### src/inc/batt_detect_consts.svh
// Purpose: named constants for the battery presence detector
// Assumes: 100 MHz system clock
// Notes: byte addresses are word aligned
`ifndef BATT_DETECT_CONSTS_SVH
`define BATT_DETECT_CONSTS_SVH
`define CLK_PERIOD_NS 10
`define DISCH_WINDOW_MS 1000
`define LOWCUR_WINDOW_MS 500
`define DISCH_CYCLES ((`DISCH_WINDOW_MS * 1000000) / `CLK_PERIOD_NS)
`define LOWCUR_CYCLES ((`LOWCUR_WINDOW_MS * 1000000) / `CLK_PERIOD_NS)
`define CNT_W 27
`define ADDR_CTRL 32'h0000_0000
`define ADDR_STATUS 32'h0000_0004
`define ADDR_IRQ_STAT 32'h0000_0008
`define ADDR_IRQ_MASK 32'h0000_000c
`define ADDR_DEC_W 4
`define CTRL_RESET 1'h0
`define IRQ_W 3
`define IRQ_RESET 3'h0
`define IRQ_BIT_PRESENT 0
`define IRQ_BIT_ABSENT 1
`define IRQ_BIT_PERMIT_DROP 2
`define HTRANS_NONSEQ 2'h2
`endif

### src/inc/batt_detect_pkg.sv
// Purpose: types for the battery presence detector
// Assumes: nothing
// Notes: one-hot sequencer states
package batt_detect_pkg;
  typedef enum logic [4:0] {
    ST_IDLE = 5'h01,
    ST_DISCHARGE = 5'h02,
    ST_LOWCUR = 5'h04,
    ST_CHARGE = 5'h08,
    ST_ABSENT = 5'h10
  } seq_state_t;
  typedef struct packed {
    logic dischargeSink;
    logic lowCurrentCharge;
    logic normalCharge;
  } drive_t;
  typedef struct packed {
    logic statusLineAOn;
    logic statusLineBOn;
  } status_t;
endpackage

### src/design/battery_presence_detector.sv
// Purpose: battery presence sequencer with AHB-Lite registers
// Assumes: comparator flags asynchronous; all else synchronous to clock
// Notes: window lengths are parameters so simulation can shorten them
// How it works
// - after power-up turn on 8 mA sink and start 1 s window
// - below low threshold within 1 s: sink off, 125 mA charge on
// - above recharge threshold within 500 ms: absent, restart sequence
// - either window expiring first: battery present, start normal charge
// - charge-permit falling edge resets timers, restarts the sequence and latches a permit-drop event
// - while battery absent both status lines stay off
`timescale 1ns/100ps
`include "batt_detect_consts.svh"
module battery_presence_detector #(
  parameter logic [`CNT_W-1:0] DISCH_CYCLES = `CNT_W'(`DISCH_CYCLES),
  parameter logic [`CNT_W-1:0] LOWCUR_CYCLES = `CNT_W'(`LOWCUR_CYCLES)
) (
  // clock and reset
  input wire logic clock,
  input wire logic rst,
  // analog comparator flags, charge permit and charge done
  input wire logic belowLowVoltage,
  input wire logic aboveRecharge,
  input wire logic chargePermit,
  input wire logic chargeDone,
  // drives toward the analog section
  output batt_detect_pkg::drive_t drive,
  // open-drain status lines, enable high turns the transistor on
  output logic statusLineAOut,
  output logic statusLineAOe,
  output logic statusLineBOut,
  output logic statusLineBOe,
  // AHB-Lite slave
  input wire logic hsel,
  input wire logic [31:0] haddr,
  input wire logic [1:0] htrans,
  input wire logic hwrite,
  input wire logic [2:0] hsize,
  input wire logic [31:0] hwdata,
  input wire logic hready,
  output logic [31:0] hrdata,
  output logic hreadyout,
  output logic hresp,
  // interrupt
  output logic irq
);
  batt_detect_pkg::seq_state_t state_r, state_nxt;
  logic [`CNT_W-1:0] cnt_r, cnt_nxt;
  logic lowMeta_r, lowSync_r, highMeta_r, highSync_r;
  logic permit_r;
  logic restart_r;
  logic [`IRQ_W-1:0] irqStat_r, irqMask_r;
  logic wrPend_r;
  logic [`ADDR_DEC_W-1:0] wrAddr_r;
  logic [31:0] hrdata_r;
  batt_detect_pkg::drive_t drive_r;
  batt_detect_pkg::status_t stat_r;

  // comparator synchronisers: the flags move with the analog node, not
  // with the clock, so only the second flop is ever read by the sequencer
  always_ff @(posedge clock) begin
    lowMeta_r <= belowLowVoltage;
    lowSync_r <= lowMeta_r;
    highMeta_r <= aboveRecharge;
    highSync_r <= highMeta_r;
  end

  // permit_r resets low so a permit already low gives no false edge
  wire permitFall = permit_r & ~chargePermit;
  wire discWinEnd = (cnt_r == DISCH_CYCLES - `CNT_W'(1));
  wire lowWinEnd = (cnt_r == LOWCUR_CYCLES - `CNT_W'(1));
  wire inDisc = (state_r == batt_detect_pkg::ST_DISCHARGE);
  wire inLow = (state_r == batt_detect_pkg::ST_LOWCUR);
  wire evPresent = (inDisc & ~lowSync_r & discWinEnd) |
                   (inLow & ~highSync_r & lowWinEnd);
  wire evAbsent = inLow & highSync_r;

  // sequencer
  always_comb begin
    state_nxt = state_r;
    cnt_nxt = cnt_r + `CNT_W'(1);
    case (state_r)
      batt_detect_pkg::ST_IDLE: begin
        state_nxt = batt_detect_pkg::ST_DISCHARGE;
        cnt_nxt = '0;
      end
      batt_detect_pkg::ST_DISCHARGE: begin
        if (lowSync_r) begin
          state_nxt = batt_detect_pkg::ST_LOWCUR;
          cnt_nxt = '0;
        end else if (discWinEnd) begin
          state_nxt = batt_detect_pkg::ST_CHARGE;
        end
      end
      batt_detect_pkg::ST_LOWCUR: begin
        if (highSync_r) begin
          state_nxt = batt_detect_pkg::ST_ABSENT;
        end else if (lowWinEnd) begin
          state_nxt = batt_detect_pkg::ST_CHARGE;
        end
      end
      batt_detect_pkg::ST_CHARGE: cnt_nxt = cnt_r;
      batt_detect_pkg::ST_ABSENT: begin
        state_nxt = batt_detect_pkg::ST_DISCHARGE;
        cnt_nxt = '0;
      end
      default: state_nxt = batt_detect_pkg::ST_IDLE;
    endcase
    if (permitFall | restart_r) begin
      state_nxt = batt_detect_pkg::ST_IDLE;
      cnt_nxt = '0;
    end
  end

  always_ff @(posedge clock) begin
    if (rst) begin
      state_r <= batt_detect_pkg::ST_IDLE;
      cnt_r <= '0;
      permit_r <= 1'b0;
    end else begin
      state_r <= state_nxt;
      cnt_r <= cnt_nxt;
      permit_r <= chargePermit;
    end
  end

  // next-state decode feeding the registered drives; using the next state
  // lets the drives change on the same edge as the state itself
  wire nxtDisch = (state_nxt == batt_detect_pkg::ST_DISCHARGE);
  wire nxtLow = (state_nxt == batt_detect_pkg::ST_LOWCUR);
  wire nxtCharging = (state_nxt == batt_detect_pkg::ST_CHARGE) & chargePermit;
  // absent or probing: both lines off
  wire lineAOn = nxtCharging & ~chargeDone;
  wire lineBOn = nxtCharging & chargeDone;

  // registered drives and status
  always_ff @(posedge clock) begin
    if (rst) begin
      drive_r <= '0;
      stat_r <= '0;
    end else begin
      drive_r.dischargeSink <= nxtDisch;
      drive_r.lowCurrentCharge <= nxtLow;
      drive_r.normalCharge <= nxtCharging;
      stat_r.statusLineAOn <= lineAOn;
      stat_r.statusLineBOn <= lineBOn;
    end
  end
  assign drive = drive_r;
  assign statusLineAOut = 1'b0;
  assign statusLineAOe = stat_r.statusLineAOn;
  assign statusLineBOut = 1'b0;
  assign statusLineBOe = stat_r.statusLineBOn;

  // AHB-Lite slave: zero wait states, always OKAY
  wire addrPhase = hsel & hready & (htrans == `HTRANS_NONSEQ);
  wire [`ADDR_DEC_W-1:0] rdSel = haddr[`ADDR_DEC_W-1:0];
  wire wrCtrl = wrPend_r & (wrAddr_r == `ADDR_DEC_W'(`ADDR_CTRL));
  wire wrStat = wrPend_r & (wrAddr_r == `ADDR_DEC_W'(`ADDR_IRQ_STAT));
  wire wrMask = wrPend_r & (wrAddr_r == `ADDR_DEC_W'(`ADDR_IRQ_MASK));
  wire [`IRQ_W-1:0] evVec = {permitFall, evAbsent, evPresent};
  wire [31:0] statusWord = {27'h0, state_r};

  // read decode; the control word and unmapped offsets read as zero
  wire selStatus = (rdSel == `ADDR_DEC_W'(`ADDR_STATUS));
  wire selIrqStat = (rdSel == `ADDR_DEC_W'(`ADDR_IRQ_STAT));
  wire selIrqMask = (rdSel == `ADDR_DEC_W'(`ADDR_IRQ_MASK));
  wire [31:0] irqStatWord = {29'h0, irqStat_r};
  wire [31:0] irqMaskWord = {29'h0, irqMask_r};
  wire [31:0] rdWord =
    selStatus ? statusWord :
    selIrqStat ? irqStatWord :
    selIrqMask ? irqMaskWord :
    32'h0000_0000;

  // bus strobes; write data only stands in the data phase, one cycle later
  wire rdStart = addrPhase & ~hwrite;
  wire wrStart = addrPhase & hwrite;
  wire restartReq = wrCtrl & hwdata[0];

  always_ff @(posedge clock) begin
    if (rst) begin
      wrPend_r <= 1'b0;
      wrAddr_r <= '0;
      hrdata_r <= '0;
      restart_r <= `CTRL_RESET;
    end else begin
      wrPend_r <= wrStart;
      wrAddr_r <= haddr[`ADDR_DEC_W-1:0];
      hrdata_r <= rdStart ? rdWord : hrdata_r;
      restart_r <= restartReq;
    end
  end

  // sticky events, write one to clear; a new event wins over the clear
  // so an event landing on the clear cycle is never lost
  wire [`IRQ_W-1:0] clrVec = wrStat ? hwdata[`IRQ_W-1:0] : '0;
  wire [`IRQ_W-1:0] irqStat_nxt = (irqStat_r & ~clrVec) | evVec;
  wire [`IRQ_W-1:0] irqMask_nxt = wrMask ? hwdata[`IRQ_W-1:0] : irqMask_r;

  always_ff @(posedge clock) begin
    if (rst) begin
      irqStat_r <= `IRQ_RESET;
      irqMask_r <= `IRQ_RESET;
    end else begin
      irqStat_r <= irqStat_nxt;
      irqMask_r <= irqMask_nxt;
    end
  end

  // zero wait states: every transfer completes in its data phase

  assign hrdata = hrdata_r;
  assign hreadyout = 1'b1;
  assign hresp = 1'b0;
  assign irq = |(irqStat_r & irqMask_r);
endmodule // battery_presence_detector

### config.mk
export PLATFORM = sky130hd
export DESIGN_NAME = battery_presence_detector
export DESIGN_NICKNAME = d
export VERILOG_FILES = /design/src/inc/batt_detect_pkg.sv /design/src/design/battery_presence_detector.sv
export VERILOG_INCLUDE_DIRS = /design/src /design/src/inc
export SDC_FILE = /design/constraint.sdc
export NUM_CORES = 1
export LEC_CHECK = 0
export ABC_CLOCK_PERIOD_IN_PS = 1680
export BUFFER_PORTS_ARGS = -buffer_cell sky130_fd_sc_hd__buf_2
export CORE_MARGIN = 2
export CORE_UTILIZATION = 30
export DETAILED_ROUTE_END_ITERATION = 6
export HOLD_SLACK_MARGIN = 0.05
export MAX_ROUTING_LAYER = met4
export PLACE_DENSITY = 0.65
export SYNTH_ARGS = -nofsm -noshare
export SYNTH_HDL_FRONTEND = slang
export SYNTH_SLANG_ARGS = --single-unit
### constraint.sdc
create_clock -name clock -period 1.68 [get_ports clock]
set_input_delay 0.168 -clock clock [delete_from_list [all_inputs] [get_ports clock]]
set_output_delay 0.168 -clock clock [all_outputs]
set_load 0.05 [all_outputs]
==> results.cfg, run 1 <==
[status]
status = finished, final reports clean

[sta]
finalHoldViolCount = 0
grt_setup_unrepaired = yes
fmax_mhz = 615
slew_violations = 0
setup_viol = 0
holdWs_ns = 0.105
fin_crit_sh = 0.968
finalCriticalPeriod_ns = 1.63
skew_ns = 0.00523

[clock_tree]
cts_tree = done
clock-root-buffer = clkbuf_8
h-tree-depth = 3
cts_buffers = 9
clkTransAtPathRegs_ns = 0.07
clk_latency_ns = 0.33
clk_path_buf_depth = 2
clock_sinks = 59

[pwr]
totalPowerFinal_mw = 3.33
peakVddDrop_mv = 0.462
p_leak_nw = 1.48
powerDensity_nw_per_um2 = 904

[placed_design]
place_congestion = 0.831
post-place-cells = 489
dpl.hpwl_um = 4330
port_buffers = 28
placed_area_um2 = 3270

[critical_path]
worstSetupPathType = reg -> reg
r2r-start = state_r[3]$_SDFF_PP0_
cp.required_ns = 1.95
reg2reg_slack_ns = 0.05
crit_arrival_ns = 1.89
timing.rr.end = cnt_r[23]$_SDFFE_PP0P_
critPathLaunch = state_r[3]$_SDFF_PP0_
worst-path-max-fanout = 6
reg2regPathDepth = 6
endpoint_kind = register
timing.critical_path.to = cnt_r[23]$_SDFFE_PP0P_
timing.critical_path.from_type = register

[worst_hold_path]
hold_class = in -> reg
hold_depth = 2

[synthesis]
yosys-top-cells-area = dfxtp_1, buf_4, nor2_1, xor2_1, nand3_1
yosysTopAreaCellShare = 0.421
synth_seq_cells = 59
synth_cells = 316
async_flop_share = 0
syn_area_per_cell_um2 = 8.88
yosysUniqueCellTypes = 45
synth_top_cell_by_area = dfxtp_1
synth_area_um2 = 2810
synth_ff_type = dfxtp_1
yosysWarningCount = 0
synth_edf_count = 0
ys_seq_area_frac = 0.421

[route]
wire_per_inst_um = 11.8
final_antenna_net_count = 0
viasPerCell = 4.60
drt-initial-drc-count = 35
wl_um = 6010
via_count = 2353
first_pass_iters = 4
drc = 0

[grt]
grtUsageMet2 = 0.219
grt_pass1_vias = 2241
grt_max_degree = 26
grt_antenna_before_repair = 0
top_usage_layer = met2
grt_usage = 0.127
grt.overflow.total = 0
grt_use_met3 = 0.0354
grt_util_met1 = 0.144
grt_pass1_wl_um = 9960

[finish]
layout-drive-gt1-share = 0.310
final_cells = 511
fin_area_um2 = 3680
final_util = 0.402
antennaDiodeCount = 0
nets = 474
syn_to_final_growth_pct = 31.3

[die]
num_io_pins = 120
coreArea_um2 = 9150
dieArea_um2 = 10100
fp-row-count = 35
die_w_um = 101
die_h_um = 101
start_util = 0.306

[job]
maxCapViolations = 0
[what timing repair did]
item,4_1_cts,5_1_grt
pin swaps,8,9
hold buffers,3,0
cloned,0,0
endpoints found under the hold margin,3,0
gates resized for setup,21,21
buffers inserted,2,2
endpoints found under the setup margin,17,25
[metal layers]
metal | part of all wire | up-vias
met5 | 0 | -
met3 | 0.037 | 8
li1 | - | 1204
met1 | 0.43 | 1096
met2 | 0.52 | 45
met4 | 0.012 | 0
[registers in the layout, indices dropped and copies added, names as in the netlist]
signal and flops:
cnt_r 27, hrdata 5, state_r 5, wrAddr_r 4, drive 3, irqMask_r 3, irqStat_r 3, highMeta_r 1
highSync_r 1, lowMeta_r 1, lowSync_r 1, permit_r 1, restart_r 1, statusLineAOe 1, statusLineBOe 1, wrPend_r 1
[area by class of cell]
class	count	area (um^2)
clock inverter	4	75.1
multi-input combinational	245	1580
fill	907	5470
clock buffer	12	135
tap	111	139
sequential	59	1200
timing repair buffer	77	543
inverter	3	11.3
[metrics by stage]
step                setup WS [ns]  TNS, ns
global route              -0.0468   -0.300
detailed placement         -0.145   -0.987
global placement          -0.0662   -0.184
floorplan                  0.0543        0
finish                     0.0541        0
CTS                       0.00293        0
[critical path, cell delays in order, from the launching register on]
cell      delay, ns
dfxtp_2        0.35
nor2b_1        0.13
buf_4          0.16
a211oi_4       0.28
nand4_4        0.17
or3_1          0.34
a21oi_1        0.14
[synthesized netlist by cell type (all sizes together), types with 5 or more instances]
master  instances
dfxtp          59
nor2           40
buf            34
nand3          17
xor2           17
a21oi          16
nand2          16
nor3           11
nand2b          9
nand4           9
nor2b           8
a22oi           6
and3            6
xnor2           6
and2            5
and4            5
nor3b           5
o21ai           5
or3             5
[layout by cell type (no fill, tap or decap), drive strengths merged, types with 8 or more instances in the layout]
master and n:
xor2 17, a21oi 16, nand4 9, buf 74
nor3 11, dfxtp 59, clkbuf 12, nor2b 8
conb 31, nand2 16, nor2 40, nand2b 9
nand3 17
[how the worst min path moves through the flow]
stage | end | start
5_1_grt | irqMask_r[1]$_SDFFE_PP0P_ | hwdata[1]
2_1_floorplan | highMeta_r$_DFF_P_ | aboveRecharge
6_report | restart_r$_SDFF_PP0_ | hwdata[0]
3_3_place_gp | highMeta_r$_DFF_P_ | aboveRecharge
4_1_cts | restart_r$_SDFF_PP0_ | hwdata[0]
3_5_place_dp | highMeta_r$_DFF_P_ | aboveRecharge
[kinds of logic after synthesis]
group	synth area share
AO/OA/AOI/OAI	0.0972
flip-flops	0.421
XOR/XNOR	0.0718
buffers and inverters	0.0977
adder cells (fa/ha/maj)	0.00446
other	0.00268
multiplexers	0.0107
AND/OR/NAND/NOR	0.294
[report_power, final]
part           internal (mW)  total [mW]  switching [mW]
Sequential              1.44        1.47          0.0297
Combinational          0.141       0.484           0.343
Clock                  0.837        1.38           0.543
Total                   2.41        3.33           0.916
Note: power is estimated with default switching activity, not from simulation.
==> run 2, diff against run 1 <==
ABC_CLOCK_PERIOD_IN_PS = 2100   (was 1680)
PLACE_DENSITY = 0.63   (was 0.65)
clock period = 2.1 ns   (was 1.68 ns; I/O delays follow)
==> run 2 against run 1 <==
  * Final area fell by 13%
  * Core utilization fell by 5.2 points
  * Sequential power fell by 20%
  * Via count fell by 6.5%
  * Register-to-register slack improved by 0.20 ns
  * Maximum frequency fell by 12%
  * Sequential cell count did not move
  * Largest cell class unchanged
  * Final cell count fell by 8.0%
  * Global-route usage fell by 0.90 points
  * Critical endpoint is now statusLineBOe$_SDFF_PP0_
  * Sequential share of layout area rose by 4.3 points
==> results.cfg, run 2 (synthesis results as in run 1) <==
[route]
via_count = 2200
wl_met1_um = 2550
drt-initial-drc-count = 82
final_antenna_net_count = 0
wl_met2_um = 2640
highest_layer = met4
wire_per_inst_um = 11.6
dr_wl_met3_um = 211
first_pass_iters = 4
wl_um = 5430
viasPerCell = 4.68
drc = 0

[sta]
setup_viol = 0
fmax_mhz = 542
fin_crit_sh = 0.878
slew_violations = 0
grt_setup_unrepaired = no
finalHoldViolCount = 0
holdWs_ns = 0.135
skew_ns = 0.0103
finalCriticalPeriod_ns = 1.84
setup_tns_ns = 0

[clock_tree]
cts_buffers = 9
clkTransAtPathRegs_ns = 0.07
clk_path_buf_depth = 2
cts_tree = done
h-tree-depth = 3
postCtsSetupBuffers = 0
clk_latency_ns = 0.34
clock-root-buffer = clkbuf_8
clock_sinks = 59

[die]
start_util = 0.306
dieArea_um2 = 10100
die_w_um = 101
num_io_pins = 120
coreArea_um2 = 9150
fp-row-count = 35
die_h_um = 101

[pwr]
seqPwrFrac = 0.459
peakVddDrop_mv = 0.412
p_leak_nw = 1.21
totalPowerFinal_mw = 2.56
powerDensity_nw_per_um2 = 797
power_frac_clock = 0.409
power_switching_mw = 0.751
switching_share = 0.294
internal_power_mw = 1.80
p_comb_frac = 0.132

[worst_hold_path]
hold_class = in -> reg

[grt]
grt_pass1_wl_um = 9280
grt.overflow.total = 0
grt_max_degree = 26
grt_pass1_vias = 2071
grt_antenna_before_repair = 0
grt_usage = 0.118

[placed_design]
place_congestion = 0.879
port_buffers = 28
placed_area_um2 = 2970
post-place-cells = 451
dpl.hpwl_um = 3910

[finish]
final_cells = 470
syn_to_final_growth_pct = 14.3
layout_common_cells = dfxtp_1, nor2_1, conb_1, buf_2
regMostFlops = cnt_r
n_fill_cell = 944
fin_area_um2 = 3210
nets = 433
final_common_cell = dfxtp_1
antennaDiodeCount = 0
layout-drive-gt1-share = 0.156
largest_reg_flops = 27

[critical_path]
cp.required_ns = 2.35
crit_arrival_ns = 2.10
endpoint_kind = register
timing.critical_path.from_type = register
worst-path-max-fanout = 5
worstSetupPathType = reg -> reg

[status]
status = finished, final reports clean

[job]
maxCapViolations = 0
## run 2: cell type report
type                            count  area, um^2  share of cell area
Clock buffer                       10         138              0.0429
Clock inverter                      6        65.1              0.0203
Inverter                            3        11.3             0.00351
Multi-Input combinational cell    245        1470               0.457
Sequential cell                    59        1180               0.368
Tap cell                          111         139              0.0433
Timing Repair Buffer               36         208              0.0648
## run 2: repair_timing
item,CTS,global route
setup endpoints to repair,0,4
gates resized for setup,0,1
hold endpoints to repair,3,0
hold buffers,3,0
## run 2: layer usage
| layer | global-route usage | vias up |
|---|---|---|
| met2 | 0.194 | 50 |
| met4 | 0.0453 | 0 |
| met5 | - | - |
| li1 | - | 1118 |
| met1 | 0.134 | 1026 |
| met3 | 0.0374 | 6 |
## run 2: stage by stage
| step | worst slack, ns | utilization |
|---|---|---|
| 2_1_floorplan | 0.474 | - |
| 3_3_place_gp | 0.144 | 0.324 |
| 3_5_place_dp | 0.124 | 0.324 |
| 4_1_cts | 0.102 | 0.350 |
| 5_1_grt | 0.0172 | 0.350 |
| 6_report | 0.256 | 0.350 |
## run 2: power groups by stage
stage / combinational [mW] / sequential [mW] / clock [mW]
after detailed placement: 0.335 / 1.20 / 0
after global placement: 0.331 / 1.20 / 0
after floorplan: 0.299 / 1.21 / 0
after CTS: 0.340 / 1.17 / 1.08
final: 0.339 / 1.17 / 1.04
after global routing: 0.367 / 1.18 / 1.12
## run 2: critical path, cell delays in order, from the launching register on
cell	delay, ns
dfxtp_1	0.37
ha_1	0.23
and4_1	0.24
nand2_1	0.10
nor3_1	0.30
a22oi_1	0.24
a211oi_1	0.28
## run 2: path summary, 6_finish.rpt
kind | startpoint | cells after the start | slack (ns) | to
worst max-delay path | cnt_r[0]$_SDFFE_PP0P_ | 6 | 0.26 | statusLineBOe$_SDFF_PP0_
worst min-delay path | hwdata[1] | 3 | 0.13 | irqMask_r[1]$_SDFFE_PP0P_
worst max register to register | cnt_r[0]$_SDFFE_PP0P_ | 6 | 0.26 | statusLineBOe$_SDFF_PP0_
worst min register to register | highMeta_r$_DFF_P_ | 0 | 0.33 | highSync_r$_DFF_P_
==> run 3, diff against run 2 <==
ABC_CLOCK_PERIOD_IN_PS = 1700   (was 2100)
clock period = 1.7 ns   (was 2.1 ns; I/O delays follow)
==> run 3 against run 2 <==
  * Total power rose by 30%
  * Wire length rose by 11%
  * Worst setup slack got worse by 0.21 ns
  * Register-to-register slack got worse by 0.21 ns
  * Sequential share of layout area fell by 4.1 points
  * Sequential cell count did not move
  * Clock skew fell by 0.0033 ns
  * Clock-buffer cell count did not move
  * Clock power rose by 35%
  * First-iteration DRC count fell by 8.5%
  * Combinational power rose by 42%
  * Maximum frequency rose by 11%
  * Largest power group unchanged
==> results.cfg, run 3 (synthesis results as in run 1) <==
[critical_path]
critPathSlowestCell = dfxtp_2
r2r-start = cnt_r[9]$_SDFFE_PP0P_
reg2regPathDepth = 8
worst-path-max-fanout = 8
cp.required_ns = 1.93
worstSetupPathType = reg -> reg
cpPeakStageDelay_ns = 0.37
crit_arrival_ns = 1.88
timing.rr.end = cnt_r[14]$_SDFFE_PP0P_
timing.critical_path.from_type = register
endpoint_kind = register
crit_chain = buf_6, nand4_1, buf_6, a2111oi_4, buf_6, nand3_2, xor2_1, nor2_1
cp_common_cell = buf_6
reg2reg_slack_ns = 0.05

[clock_tree]
clock_sinks = 59
cts_buffers = 9
cts_tree = done
clock-root-buffer = clkbuf_8
clk_latency_ns = 0.33
clk_path_buf_depth = 2
h-tree-depth = 3
clkTransAtPathRegs_ns = 0.07

[placed_design]
port_buffers = 28
place_congestion = 0.808
dpl.hpwl_um = 4280

[job]
maxCapViolations = 0

[finish]
antennaDiodeCount = 0
register_area_um2 = 1190
multi_input_area_um2 = 1560
layout_common_cells = dfxtp_1, nor2_1, buf_4, conb_1, buf_2
layout-drive-gt1-share = 0.290
final_common_cell = dfxtp_1
syn_to_final_growth_pct = 30.2
final_util = 0.399
nets = 471
regMostFlops = cnt_r
n_fill_cell = 912
largest_reg_flops = 27

[grt]
grt_pass1_vias = 2205
grt_antenna_before_repair = 0
grt_max_degree = 26
grt_usage = 0.123
grt.overflow.total = 0
grt_pass1_wl_um = 9670

[pwr]
p_leak_nw = 1.48
power_switching_mw = 0.916
internal_power_mw = 2.42
peakVddDrop_mv = 0.441
switching_share = 0.275
power_frac_clock = 0.419
totalPowerFinal_mw = 3.33
powerDensity_nw_per_um2 = 913
seqPwrFrac = 0.436
p_comb_frac = 0.145

[sta]
skew_ns = 0.00701
fmax_mhz = 604
setup_viol = 0
grt_setup_unrepaired = yes
finalCriticalPeriod_ns = 1.65
slew_violations = 0
finalHoldViolCount = 0
fin_crit_sh = 0.973

[route]
wl_um = 6000
drc = 0
first_pass_iters = 4
drt-initial-drc-count = 75
via_count = 2376
wire_per_inst_um = 11.8
viasPerCell = 4.69
final_antenna_net_count = 0

[die]
die_h_um = 101
die_w_um = 101
dieArea_um2 = 10100
num_io_pins = 120
coreArea_um2 = 9150
fp-row-count = 35
start_util = 0.306

[worst_hold_path]
hold_end = irqMask_r[1]$_SDFFE_PP0P_
hold_class = in -> reg
hp-start = hwdata[1]
hold_depth = 3

[status]
status = finished, final reports clean
## run 3: worst max path at each step
stage,startpoint,slack (ns),depth (start not counted),end
finish,cnt_r[9]$_SDFFE_PP0P_,0.05,8,cnt_r[14]$_SDFFE_PP0P_
global placement,cnt_r[0]$_SDFFE_PP0P_,-0.05,8,irqStat_r[0]$_SDFF_PP0_
global route,cnt_r[9]$_SDFFE_PP0P_,-0.06,8,cnt_r[14]$_SDFFE_PP0P_
detailed placement,cnt_r[0]$_SDFFE_PP0P_,-0.06,8,irqStat_r[0]$_SDFF_PP0_
CTS,cnt_r[0]$_SDFFE_PP0P_,-0.02,7,statusLineBOe$_SDFF_PP0_
floorplan,cnt_r[0]$_SDFFE_PP0P_,0.07,6,cnt_r[22]$_SDFFE_PP0P_
## run 3: final cells by class
| class | count | share of cell area |
|---|---|---|
| multi-input cells | 245 | 0.426 |
| flip-flops and latches | 59 | 0.327 |
| repair buffers | 74 | 0.147 |
| well taps | 111 | 0.0380 |
| clock buffers | 10 | 0.0377 |
| clock inverters | 5 | 0.0212 |
| inverters | 3 | 0.00308 |
## run 3: what timing repair did
item | CTS | global route
hold buffers | 3 | 0
endpoints found under the setup margin | 11 | 22
endpoints found under the hold margin | 3 | 0
resized for setup | 5 | 28
buffers inserted | 0 | 3
pin swaps | 1 | 17
## run 3: metal layers
layer	share of wire	vias to the layer above	GRT usage
li1	-	1203	-
met1	0.44	1110	0.139
met2	0.50	55	0.202
met3	0.043	8	0.0458
met4	0.012	0	0.0379
met5	0	-	-
## run 3: critical path, delay by kind of cell, from the launching register on
kind	cells	cell delay (ns)
DFF	1	0.37
buffers and inverters	3	0.45
and+or+nand+nor	3	0.23
xor gates and xnor gates	1	0.17
AOI/OAI and AO/OA	1	0.33
## run 3: per-stage QoR
| step | TNS (ns) | hold WS [ns] | setup WS (ns) | area (um^2) | cells |
|---|---|---|---|---|---|
| after floorplan | 0 | 0.198 | 0.0743 | 2910 | 345 |
| after global placement | -0.0873 | 0.274 | -0.0518 | 3260 | 486 |
| after detailed placement | -0.219 | 0.274 | -0.0578 | 3260 | 486 |
| after CTS | -0.0280 | 0.0852 | -0.0165 | 3520 | 504 |
| after global routing | -0.281 | 0.106 | -0.0566 | 3650 | 507 |
| final | 0 | 0.0967 | 0.0453 | 3650 | 507 |
## run 3: power groups by stage
stage	combinational (mW)	sequential [mW]	clock (mW)
after floorplan	0.369	1.49	0
after CTS	0.476	1.45	1.43
after detailed placement	0.470	1.48	0
final	0.483	1.45	1.40
after global routing	0.518	1.46	1.49
after global placement	0.465	1.48	0
